`config.mk`:
```
export PLATFORM = sky130hd
export DESIGN_NAME = sdmr_mode_decode
export DESIGN_NICKNAME = d
export VERILOG_FILES = /design/src/sdmr_pkg.sv /design/src/sdmr_delay_line.sv /design/src/sdmr_mode_decode.sv
export SDC_FILE = /design/constraint.sdc
export NUM_CORES = 1
export LEC_CHECK = 0
export ABC_AREA = 1
export BUFFER_PORTS_ARGS = -buffer_cell sky130_fd_sc_hd__buf_2
export CORE_MARGIN = 2
export CORE_UTILIZATION = 57
export CTS_CLUSTER_DIAMETER = 30
export DETAILED_ROUTE_END_ITERATION = 7
export GPL_TIMING_DRIVEN = 0
export PLACE_DENSITY = 0.78
export RECOVER_POWER = 100
export REMOVE_ABC_BUFFERS = 1
export SLEW_MARGIN = 20
export SYNTH_ARGS = -nofsm -noshare
export SYNTH_HDL_FRONTEND = slang
export SYNTH_SLANG_ARGS = --single-unit
```
`constraint.sdc`:
```
create_clock -name i_clk -period 3.7 [get_ports i_clk]
set_input_delay 0.185 -clock i_clk [delete_from_list [all_inputs] [get_ports i_clk]]
set_output_delay 0.185 -clock i_clk [all_outputs]
set_load 0.005 [all_outputs]
```
`src/sdmr_pkg.sv`:
```
package sdmr_pkg;
  localparam int unsigned ADDR_W = 13;
  localparam int unsigned BANK_W = 3;
  localparam int unsigned LAT_W = 4;
  localparam int unsigned DLY_W = 5;
  localparam int unsigned DLY_DEPTH = 32;
  localparam int unsigned FIELD_W = 3;
  localparam int unsigned LOCK_W = 8;
  localparam int unsigned DLL_LOCK_CLOCKS = 200;
  localparam int unsigned BURST_LENGTH_LSB = 0;
  localparam int unsigned READ_LATENCY_LSB = 4;
  localparam int unsigned TEST_MODE_SELECT_BIT = 7;
  localparam int unsigned DLL_RESTART_BIT = 8;
  localparam int unsigned WRITE_RECOVERY_LSB = 9;
  localparam int unsigned POWERDOWN_EXIT_STYLE_BIT = 12;
  localparam int unsigned DLL_DISABLE_BIT = 0;
  localparam int unsigned DRIVE_STRENGTH_BIT = 1;
  localparam int unsigned TERMINATION_SELECT_LOW = 2;
  localparam int unsigned ADDITIVE_LATENCY_LSB = 3;
  localparam int unsigned TERMINATION_SELECT_HIGH = 6;
  localparam int unsigned DRIVER_CALIBRATION_LSB = 7;
  localparam int unsigned STROBE_COMPLEMENT_DISABLE_BIT = 10;
  localparam int unsigned READ_STROBE_ENABLE_BIT = 11;
  localparam int unsigned OUTPUT_DISABLE_BIT = 12;
  localparam int unsigned AUTO_PRECHARGE_BIT = 10;
  localparam logic [1:0] SEL_OPERATING = 2'h0;
  localparam logic [1:0] SEL_EXTENDED = 2'h1;
  localparam logic [1:0] TERM_OFF = 2'h0;
  localparam logic [2:0] BURST_CODE_8 = 3'h3;
  localparam logic [2:0] DRIVER_CALIBRATION_DEFAULT = 3'h7;
  localparam logic [3:0] HALF_BURST_4 = 4'h2;
  localparam logic [3:0] HALF_BURST_8 = 4'h4;
  localparam logic [3:0] LAT_ONE = 4'h1;
  typedef enum logic [1:0] {
    PWR_ACTIVE = 2'b00,
    PWR_POWER_DOWN = 2'b01,
    PWR_SELF_REFRESH = 2'b10
  } sdmr_pwr_type;
endpackage : sdmr_pkg

```
`src/sdmr_delay_line.sv`:
```
module sdmr_delay_line #(
  parameter int unsigned DEPTH = sdmr_pkg::DLY_DEPTH,
  parameter int unsigned SEL_W = sdmr_pkg::DLY_W
) (
  input wire logic i_clk,
  input wire logic i_rst_n,
  input wire logic i_pulse,
  input wire logic [SEL_W-1:0] i_delay,
  output logic o_pulse
);
  typedef struct packed {
    logic [DEPTH-1:0] taps;
  } sdmr_dly_state_type;

  sdmr_dly_state_type st_q;
  sdmr_dly_state_type st_d;

  // A pulse enters at the tap from which it reaches the last one i_delay edges later.
  always_comb begin
    st_d.taps = {st_q.taps[DEPTH-2:0], 1'b0};
    for (int k = 0; k < DEPTH; k++) begin
      if (i_pulse && (i_delay != '0) && (k == int'(DEPTH - 1) - int'(i_delay))) begin
        st_d.taps[k] = 1'b1;
      end
    end
  end

  always_ff @(posedge i_clk or negedge i_rst_n) begin
    if (!i_rst_n) begin
      st_q <= '0;
    end else begin
      st_q <= st_d;
    end
  end

  assign o_pulse = st_q.taps[DEPTH-1];
endmodule : sdmr_delay_line

```
`src/sdmr_mode_decode.sv`:
```
// What this block does
// RULE1: Test-mode bit set stores nothing else and enters test mode; controller never sets it (the bench sets it once, loading 13'h02f2).
// RULE2: DLL-restart bit starts a DLL reset and clears itself afterwards.
// RULE3: Controller waits 200 clocks after any DLL reset before a READ.
// RULE4: Write with auto precharge starts precharge write-recovery clocks after last data.
// RULE5: Controller programs write recovery 2 to 8, rounded up, no reserved codes.
// RULE6: Exit-style bit picks fast or slow active power-down exit; slow may freeze DLL.
// RULE7: Read-latency field gives 3 to 7 clocks; data at edge n plus latency.
// RULE8: Controller never programs reserved read-latency codes.
// RULE9: Controller loads extended settings only when idle, then waits the set delay.
// RULE10: Extended settings hold until reloaded; reloading leaves the array untouched.
// RULE11: Controller enables DLL at init and follows each enable with a DLL reset.
// RULE12: Self refresh entry disables the DLL; exit re-enables and resets it.
// RULE13: With DLL off below 25 MHz, controller follows refresh with precharge all.
// RULE14: Drive-strength bit zero is full drive, one is reduced drive.
// RULE15: Strobe-complement bit disables complement strobe and complement read strobe.
// RULE16: Read-strobe bit copies data strobe on reads on byte-wide parts only.
// RULE17: Output-disable bit turns off all data and strobe outputs.
// RULE18: Two termination bits select 50, 75 or 150 ohm or off.
// RULE19: Termination acts only in active and power-down states, never in self refresh.
// RULE20: Controller holds termination input low eight clocks after enabling termination.
// RULE21: Controller sets driver-calibration bits to ones, then zeros, during initialization.
// RULE22: Controller programs bits above address 12 and third bank bit to zero.
// RULE23: Additive-latency field 0 to 6 delays each READ or WRITE internally.
// RULE24: Read latency is additive plus read-latency setting; write latency one less.
// RULE25: Controller selects extended settings with bank bit 0 high, bit 1 low.
// RULE26: Low three bits select burst length four or eight.
// RULE27: Settings are captured on the LOAD MODE edge and are never readable.
module sdmr_mode_decode #(
  parameter int unsigned ADDR_W = sdmr_pkg::ADDR_W,
  parameter int unsigned BANK_W = sdmr_pkg::BANK_W,
  parameter bit BYTE_WIDE = 1'b1
) (
  input wire logic i_clk,
  input wire logic i_rst_n,
  input wire logic i_cke,
  input wire logic i_cs_n,
  input wire logic i_ras_n,
  input wire logic i_cas_n,
  input wire logic i_we_n,
  input wire logic [BANK_W-1:0] i_bank_sel,
  input wire logic [ADDR_W-1:0] i_addr,
  input wire logic i_odt,
  input wire logic i_bank_open,
  output logic o_test_mode,
  output logic o_dll_enabled,
  output logic o_dll_reset,
  output logic o_dll_locked,
  output logic o_self_refresh,
  output logic o_burst_len8,
  output logic [sdmr_pkg::LAT_W-1:0] o_read_latency,
  output logic [sdmr_pkg::LAT_W-1:0] o_write_latency,
  output logic [sdmr_pkg::LAT_W-1:0] o_write_recovery,
  output logic o_pd_slow_exit,
  output logic o_dll_frozen,
  output logic o_reduced_drive,
  output logic [1:0] o_termination_sel,
  output logic o_term_active,
  output logic o_driver_cal_default,
  output logic o_dq_out_en,
  output logic o_dqs_n_en,
  output logic o_rdqs_en,
  output logic o_rdqs_n_en,
  output logic o_read_issue,
  output logic o_read_data_start,
  output logic o_write_data_start,
  output logic o_precharge_start
);
  localparam int unsigned LW = sdmr_pkg::LAT_W;
  localparam int unsigned DW = sdmr_pkg::DLY_W;
  localparam int unsigned KW = sdmr_pkg::LOCK_W;

  typedef struct packed {
    logic [ADDR_W-1:0] op;
    logic [ADDR_W-1:0] ext;
    logic test_mode;
    sdmr_pkg::sdmr_pwr_type pwr;
    logic sref;
    logic dll_on;
    logic dll_rst;
    logic [sdmr_pkg::LOCK_W-1:0] lock_cnt;
    logic locked;
    logic bl8;
    logic [LW-1:0] rl;
    logic [LW-1:0] wl;
    logic [LW-1:0] wr;
    logic frozen;
    logic term;
    logic cal_def;
    logic dq_en;
    logic dqs_n_en;
    logic rdqs_en;
    logic rdqs_n_en;
  } sdmr_state_type;

  sdmr_state_type st_q;
  sdmr_state_type st_d;
  logic cmd_load;
  logic cmd_read;
  logic cmd_write;
  logic cmd_refresh;
  logic load_op;
  logic load_ext;
  logic wr_auto_pre;
  logic [DW-1:0] issue_dly;
  logic [DW-1:0] rl_dly;
  logic [DW-1:0] wl_dly;
  logic [DW-1:0] pre_dly;

  assign cmd_load = !i_cs_n && !i_ras_n && !i_cas_n && !i_we_n;
  assign cmd_read = !i_cs_n && i_ras_n && !i_cas_n && i_we_n;
  assign cmd_write = !i_cs_n && i_ras_n && !i_cas_n && !i_we_n;
  assign cmd_refresh = !i_cs_n && !i_ras_n && !i_cas_n && i_we_n;
  // The third bank bit is expected at zero and is not decoded.
  assign load_op = cmd_load && (i_bank_sel[1:0] == sdmr_pkg::SEL_OPERATING);
  assign load_ext = cmd_load && (i_bank_sel[1:0] == sdmr_pkg::SEL_EXTENDED);
  assign wr_auto_pre = cmd_write && i_addr[sdmr_pkg::AUTO_PRECHARGE_BIT];

  always_comb begin
    st_d = st_q;
    st_d.dll_rst = 1'b0;
    // RULE27 capture on load
    if (load_op) begin
      // RULE1 test mode gate
      st_d.test_mode = i_addr[sdmr_pkg::TEST_MODE_SELECT_BIT];
      if (!i_addr[sdmr_pkg::TEST_MODE_SELECT_BIT]) begin
        st_d.op = i_addr;
        // RULE2 self-clearing restart
        st_d.op[sdmr_pkg::DLL_RESTART_BIT] = 1'b0;
        st_d.dll_rst = i_addr[sdmr_pkg::DLL_RESTART_BIT];
      end
    end
    // RULE10 hold until reload
    if (load_ext) begin
      st_d.ext = i_addr;
    end
    case (st_q.pwr)
      sdmr_pkg::PWR_ACTIVE: begin
        if (cmd_refresh && !i_cke) begin
          st_d.pwr = sdmr_pkg::PWR_SELF_REFRESH;
        end else if (!i_cke) begin
          st_d.pwr = sdmr_pkg::PWR_POWER_DOWN;
        end
      end
      sdmr_pkg::PWR_POWER_DOWN: begin
        if (i_cke) begin
          st_d.pwr = sdmr_pkg::PWR_ACTIVE;
        end
      end
      sdmr_pkg::PWR_SELF_REFRESH: begin
        if (i_cke) begin
          st_d.pwr = sdmr_pkg::PWR_ACTIVE;
          // RULE12 reset on exit
          st_d.dll_rst = 1'b1;
        end
      end
      default: begin
        st_d.pwr = sdmr_pkg::PWR_ACTIVE;
      end
    endcase
    // RULE12 off in self refresh
    st_d.dll_on = !st_d.ext[sdmr_pkg::DLL_DISABLE_BIT] && (st_d.pwr != sdmr_pkg::PWR_SELF_REFRESH);
    st_d.sref = (st_d.pwr == sdmr_pkg::PWR_SELF_REFRESH);
    // Lock status counts clocks since the last DLL reset or DLL enable.
    if (st_d.dll_rst || !st_d.dll_on) begin
      st_d.lock_cnt = '0;
      st_d.locked = 1'b0;
    end else if (!st_q.locked) begin
      st_d.lock_cnt = st_q.lock_cnt + KW'(1'b1);
      st_d.locked = (st_d.lock_cnt == KW'(sdmr_pkg::DLL_LOCK_CLOCKS));
    end
    // RULE26 burst length
    st_d.bl8 = (st_d.op[sdmr_pkg::BURST_LENGTH_LSB +: sdmr_pkg::FIELD_W] == sdmr_pkg::BURST_CODE_8);
    // RULE24 latency sums
    st_d.rl = LW'(st_d.op[sdmr_pkg::READ_LATENCY_LSB +: sdmr_pkg::FIELD_W])
            + LW'(st_d.ext[sdmr_pkg::ADDITIVE_LATENCY_LSB +: sdmr_pkg::FIELD_W]);
    st_d.wl = st_d.rl - sdmr_pkg::LAT_ONE;
    st_d.wr = LW'(st_d.op[sdmr_pkg::WRITE_RECOVERY_LSB +: sdmr_pkg::FIELD_W]) + sdmr_pkg::LAT_ONE;
    // RULE6 slow exit freezes DLL
    st_d.frozen = st_d.op[sdmr_pkg::POWERDOWN_EXIT_STYLE_BIT] && i_bank_open
                && (st_d.pwr == sdmr_pkg::PWR_POWER_DOWN);
    // RULE19 termination state gate
    st_d.term = i_odt && (st_d.pwr != sdmr_pkg::PWR_SELF_REFRESH)
              && ({st_d.ext[sdmr_pkg::TERMINATION_SELECT_HIGH], st_d.ext[sdmr_pkg::TERMINATION_SELECT_LOW]}
                  != sdmr_pkg::TERM_OFF);
    st_d.cal_def = (st_d.ext[sdmr_pkg::DRIVER_CALIBRATION_LSB +: sdmr_pkg::FIELD_W]
                    == sdmr_pkg::DRIVER_CALIBRATION_DEFAULT);
    // RULE17 output disable
    st_d.dq_en = !st_d.ext[sdmr_pkg::OUTPUT_DISABLE_BIT];
    // RULE15 complement strobe
    st_d.dqs_n_en = st_d.dq_en && !st_d.ext[sdmr_pkg::STROBE_COMPLEMENT_DISABLE_BIT];
    // RULE16 read strobe on byte-wide
    st_d.rdqs_en = BYTE_WIDE && st_d.dq_en && st_d.ext[sdmr_pkg::READ_STROBE_ENABLE_BIT];
    st_d.rdqs_n_en = st_d.rdqs_en && st_d.dqs_n_en;
  end

  always_ff @(posedge i_clk or negedge i_rst_n) begin
    if (!i_rst_n) begin
      st_q <= '0;
    end else begin
      st_q <= st_d;
    end
  end

  // RULE23 additive hold
  assign issue_dly = DW'(st_q.ext[sdmr_pkg::ADDITIVE_LATENCY_LSB +: sdmr_pkg::FIELD_W]) + DW'(sdmr_pkg::LAT_ONE);
  // RULE7 read data timing
  assign rl_dly = DW'(st_q.rl);
  assign wl_dly = DW'(st_q.wl);
  // RULE4 write recovery delay
  assign pre_dly = DW'(st_q.wl) + DW'(st_q.bl8 ? sdmr_pkg::HALF_BURST_8 : sdmr_pkg::HALF_BURST_4) + DW'(st_q.wr);

  sdmr_delay_line u_issue (.i_clk(i_clk), .i_rst_n(i_rst_n), .i_pulse(cmd_read), .i_delay(issue_dly),
                           .o_pulse(o_read_issue));
  sdmr_delay_line u_rdata (.i_clk(i_clk), .i_rst_n(i_rst_n), .i_pulse(cmd_read), .i_delay(rl_dly),
                           .o_pulse(o_read_data_start));
  sdmr_delay_line u_wdata (.i_clk(i_clk), .i_rst_n(i_rst_n), .i_pulse(cmd_write), .i_delay(wl_dly),
                           .o_pulse(o_write_data_start));
  sdmr_delay_line u_pre (.i_clk(i_clk), .i_rst_n(i_rst_n), .i_pulse(wr_auto_pre), .i_delay(pre_dly),
                         .o_pulse(o_precharge_start));

  assign o_test_mode = st_q.test_mode;
  assign o_dll_enabled = st_q.dll_on;
  assign o_dll_reset = st_q.dll_rst;
  assign o_dll_locked = st_q.locked;
  assign o_self_refresh = st_q.sref;
  assign o_burst_len8 = st_q.bl8;
  assign o_read_latency = st_q.rl;
  assign o_write_latency = st_q.wl;
  assign o_write_recovery = st_q.wr;
  assign o_pd_slow_exit = st_q.op[sdmr_pkg::POWERDOWN_EXIT_STYLE_BIT];
  assign o_dll_frozen = st_q.frozen;
  // RULE14 drive strength
  assign o_reduced_drive = st_q.ext[sdmr_pkg::DRIVE_STRENGTH_BIT];
  // RULE18 termination select
  assign o_termination_sel = {st_q.ext[sdmr_pkg::TERMINATION_SELECT_HIGH], st_q.ext[sdmr_pkg::TERMINATION_SELECT_LOW]};
  assign o_term_active = st_q.term;
  assign o_driver_cal_default = st_q.cal_def;
  assign o_dq_out_en = st_q.dq_en;
  assign o_dqs_n_en = st_q.dqs_n_en;
  assign o_rdqs_en = st_q.rdqs_en;
  assign o_rdqs_n_en = st_q.rdqs_n_en;
endmodule : sdmr_mode_decode

```
* After elaboration in Yosys (flattened, before gate mapping)
Cells that the tools add are included.
** Operators by class
- Add/subtract/negate cells :: 11
- Eq/ne operators :: 134
- Mux-type cells :: 142
- Bitwise logic cells :: 1
- Reduce and logical (&&, ||, !) cells :: 175
** Operators with widths (number)
- $eq A6 B32 Y1 const A :: 64
- $eq A5 B32 Y1 const A :: 32
- $eq A4 B32 Y1 const A :: 16
- $eq A3 B32 Y1 const A :: 8
- $logic_and A1 B1 Y1 :: 152
- $mux W1 :: 132
- $eq A2 B32 Y1 const A :: 4
- $logic_not A32 Y1 :: 4
- $mux W13 :: 3
- $reduce_bool A5 Y1 :: 4
- $mux W9 :: 2
- $sub A5 B4 Y6 const A :: 3
- $logic_not A1 Y1 :: 9
- $add A3 B1 Y4 const B :: 2
- $add A8 B1 Y8 const B :: 1
- $eq A8 B8 Y1 const B :: 1
- $eq A2 B1 Y1 const B :: 3
- $mux W2 :: 3
- $sub A5 B5 Y6 const A :: 1
- $add A4 B3 Y5 :: 1
- $add A5 B4 Y5 :: 1
- $add A3 B3 Y4 :: 1
- $eq A2 B2 Y1 const B :: 2
- $logic_not A2 Y1 :: 2
- 12 further kinds :: 12
** Storage, ports and cells
- Register bits :: 187
- Word-level logic and storage cells :: 489

* Depth between registers and ports, before layout
- Depth after elaboration :: 12
- Gate-level depth with buffers :: 13

* Modules after synthesis
Synthesis repeated with hierarchy kept, for this count alone.
** Second synthesis, totals
- Cell total of the unflattened synthesis :: 853
- Area, all modules :: 8127.8 sq um
** Modules (own cells, without submodules)
- sdmr_delay_line :: times used 4, cells an instance 134, area an instance 1310.0 sq um
- sdmr_mode_decode :: times used 1, cells an instance 317, area an instance 2887.8 sq um

* Worst setup path after synthesis
No wires, ideal clock.
- Path kind :: register to register
- Start :: register st_q (netlist bit o_burst_len8)
- End :: register u_pre.st_q[24] (netlist name)
- Library setup time :: 0.119 ns
- Data arrival time :: 2.378 ns
- Required time :: 3.581 ns
- Slack :: 1.203 ns
- Stages on the path, launching flop included :: 11
- Buffers on the path :: 1
- Period minus slack after synthesis :: 2.497 ns
- Path through :: dfrtp_1 -> inv_1 -> fa_1 -> ha_1 -> fa_1 -> or2_1 -> nand2_1 -> nand3_1 -> clkbuf_1 -> nand4_1 -> nand2_1
** RTL lines
- from (decl) :: line sdmr_mode_decode.sv:96 : sdmr_state_type st_q;
- from (signal assigned) :: line sdmr_mode_decode.sv:201 : st_q <= st_d;
- to (signal assigned) :: line sdmr_delay_line.sv:32 : st_q <= st_d;
- to (decl) :: line sdmr_delay_line.sv:15 : sdmr_dly_state_type st_q;

==> reports/metrics.cfg <==
[drt]
dr.pass1.iters = 4
drt_wl_total_um = 11600
antenna_left = 0
drt_iter0_drc = 141
drc = 0
wl_per_cell_um = 14.5
vias_per_cell = 5.04
vias = 4032

[global_routing]
gr-total-overflow = 0
grt_pass1_vias = 4237
grt_max_degree = 77
grt_pass1_wl_um = 19900
gr-usage-all-layers = 0.229
grt_antenna_before_repair = 0

[pwr]
p_int_uw = 3080
power_switching_uw = 1450
ir_drop_mv = 0.403
leakage_uw = 0.00354
clkPwrFrac = 0.355
switching_share = 0.320
power_density_nw_per_um2 = 660
power.share.sequential = 0.410
combPwrFrac = 0.235

[synth]
synth_top_cell_area_share = 0.581
synthTopCellsByArea = dfrtp_1 (58%), nand2_1 (6.4%), inv_1 (6.3%)
yosysWarningCount = 0
synth_cell_types = 37
synth_common_cells = dfrtp_1 (138), nand2_1 (101), inv_1 (100), nor2_1 (52), o21bai_1 (30)
syn_inst = 594
syn_avg_cell_area_um2 = 10.0
yosysMostFrequentCell = dfrtp_1
synth_enable_flop_cells = 0
ys.flop_type = dfrtp_1
synth_top_cell_by_area = dfrtp_1
yosysSeqAreaShare = 0.581
synth_area_um2 = 5940
synth-async-reset-ratio = 1.00
ys_ff_latch = 138

[clock_tree]
path_clk_slew_ns = 0.06
root_buffer = clkbuf_8
insertion_delay_ns = 0.52
cts_tree = done
clockBufferDepth = 2
htreeDepth = 4
cts_resized = 0
cts_setup_buffers = 0
cts_buffers = 17
cts.sinks = 138

[worst_hold_path]
hp-class = input pin to register

[sta]
setup_ws_ns = 0.585
setup_viol = 0
tightest_slew_ns = 2.76
slew_headroom = -0.842
fmaxAchievable_mhz = 321
fin_hold_ws_ns = 0.0110
rsz0062_at_grt = no
fin_worst_skew_ns = 0.00585
fin_crit_sh = 0.842
hold_viol_final = 0
slew_viol_final = 63
fin_tns_setup_ns = 0
min_period_ns = 3.11

[setup_path]
cp_max_fo = 16
crit_start = o_burst_len8
critPathCapture = u_pre.st_q[14]
end_kind = register
rr_worst_depth = 7
r2r_slack_ns = 0.59
r2r_end = u_pre.st_q[14]
crit_arrival_ns = 3.46
worst-setup-path-type = register to register
r2r_start = o_burst_len8
start_kind = register
required_ns = 4.05

[placement]
dp_slack_ns = 0.713
place.detailed.hpwl_um = 7640
portBuffers = 56
place_congestion = 0.857
placedCellCount = 752

[floorplanning]
dieWidth_um = 106
dieArea_um2 = 11300
ios = 58
fp.dieH_um = 106
start_util = 0.581
fp.coreArea_um2 = 10200
placementRows = 37

[outcome]
violations = max-capacitance violations, max-slew violations
outcome = finished, violations left

[layout]
final.fill_count = 807
areaGrowthSynthToFinish_pct = 15.5
insertedDiodeCount = 0
fin_nets = 694
drive_gt1_frac = 0.139
fin_cells = 800

[flow_run]
drv_cap = 1

-- cell type report --
class | count | area [um2] | area share
tap | 136 | 170 | 0.0248
clock inverter | 11 | 120 | 0.0175
inverter | 103 | 387 | 0.0564
timing repair buffer | 73 | 454 | 0.0662
multi-input combinational | 318 | 1830 | 0.266
sequential | 138 | 3450 | 0.503
clock buffer | 21 | 449 | 0.0655
-- critical path: stages, from the launching register on --
cell and delay [ns]:
dfrtp_1 0.44, fa_1 0.44, ha_1 0.35, a21oi_1 0.17, nand2_1 0.11, xnor2_2 0.52
nand2b_1 0.71, o21bai_1 0.20
-- cell usage in the layout, fill, tap and decap left out, types with 2 or more instances in the layout --
cell and instances:
dfrtp_1 138, nand2_1 103, inv_1 101, nor2_1 52, buf_2 38, o21bai_1 31
nand3_1 20, o21ai_0 20, clkbuf_1 19, nand4_1 17, clkbuf_16 16, dlygate4sd3_1 16
ha_1 14, o31ai_1 12, o21bai_2 9, xor2_1 6, a21oi_1 6, or2_2 5
fa_1 4, clkinv_2 4, mux2i_1 3, nor3_1 3, clkbuf_8 3, clkinvlp_4 3
nand2_2 2, nor2_2 2, inv_2 2, bufinv_16 2
-- stage by stage --
stage                     utilization  area (um2)  total power, uW
after floorplan                     -        5730             2560
after global placement          0.604        6180             2860
after detailed placement        0.607        6210             2920
after CTS                       0.679        6940             4580
after global routing            0.671        6860             4800
final                           0.671        6860             4530
-- sequential cells by signal, indices dropped and copies added (netlist names), 2 cells and up --
register / cells
u_pre.st_q: 32
st_q: 29
u_issue.st_q: 16
u_rdata.st_q: 16
u_wdata.st_q: 16
o_read_latency: 4
o_write_latency: 4
o_write_recovery: 4
o_termination_sel: 2
-- layer usage --
metal | share of wire | vias up | track usage
met4 | 0.013 | 0 | 0.0912
met5 | 0 | - | 0
met2 | 0.50 | 104 | 0.382
met3 | 0.051 | 14 | 0.0564
met1 | 0.43 | 1961 | 0.290
li1 | - | 1953 | -
-- logic make-up (layout without fill, tap and decap cells) --
group           count (synthesis)  count (layout)  share of synthesized area
fa+ha+maj                      18              18                     0.0430
flops                         138             138                      0.581
other cells                     1               1                   0.000631
simple gates                  208             208                      0.156
compound gates                 80              80                     0.0998
buf+inv                       138             208                      0.101
xor+xnor                        8               8                     0.0131
mux                             3               3                    0.00505
-- repair_timing --
item	4_1_cts	5_1_grt
setup endpoints to repair	0	0
hold buffers	16	0
endpoints found under the hold margin	84	0
-- how the worst min path moves through the flow --
stage,start,to,slack [ns],cells after the start
after detailed placement,i_rst_n,u_rdata.st_q[21],0.15,1
after global routing,i_addr[5],st_q[40],0.006,3
after floorplan,i_rst_n,o_burst_len8,-0.11,0
after global placement,u_rdata.st_q[30],u_rdata.st_q[31],0.33,0
after CTS,i_addr[5],st_q[40],0.0009,3
final,i_addr[5],st_q[40],0.01,3
-- power groups by stage --
stage          registers, uW  logic [uW]  clock network, uW
3_5_place_dp            1880        1050                  0
3_3_place_gp            1870         986                  0
6_report                1860        1060               1600
4_1_cts                 1850        1090               1640
2_1_floorplan           1850         711                  0
5_1_grt                 1880        1210               1710
(Power assumes the default switching activity.)
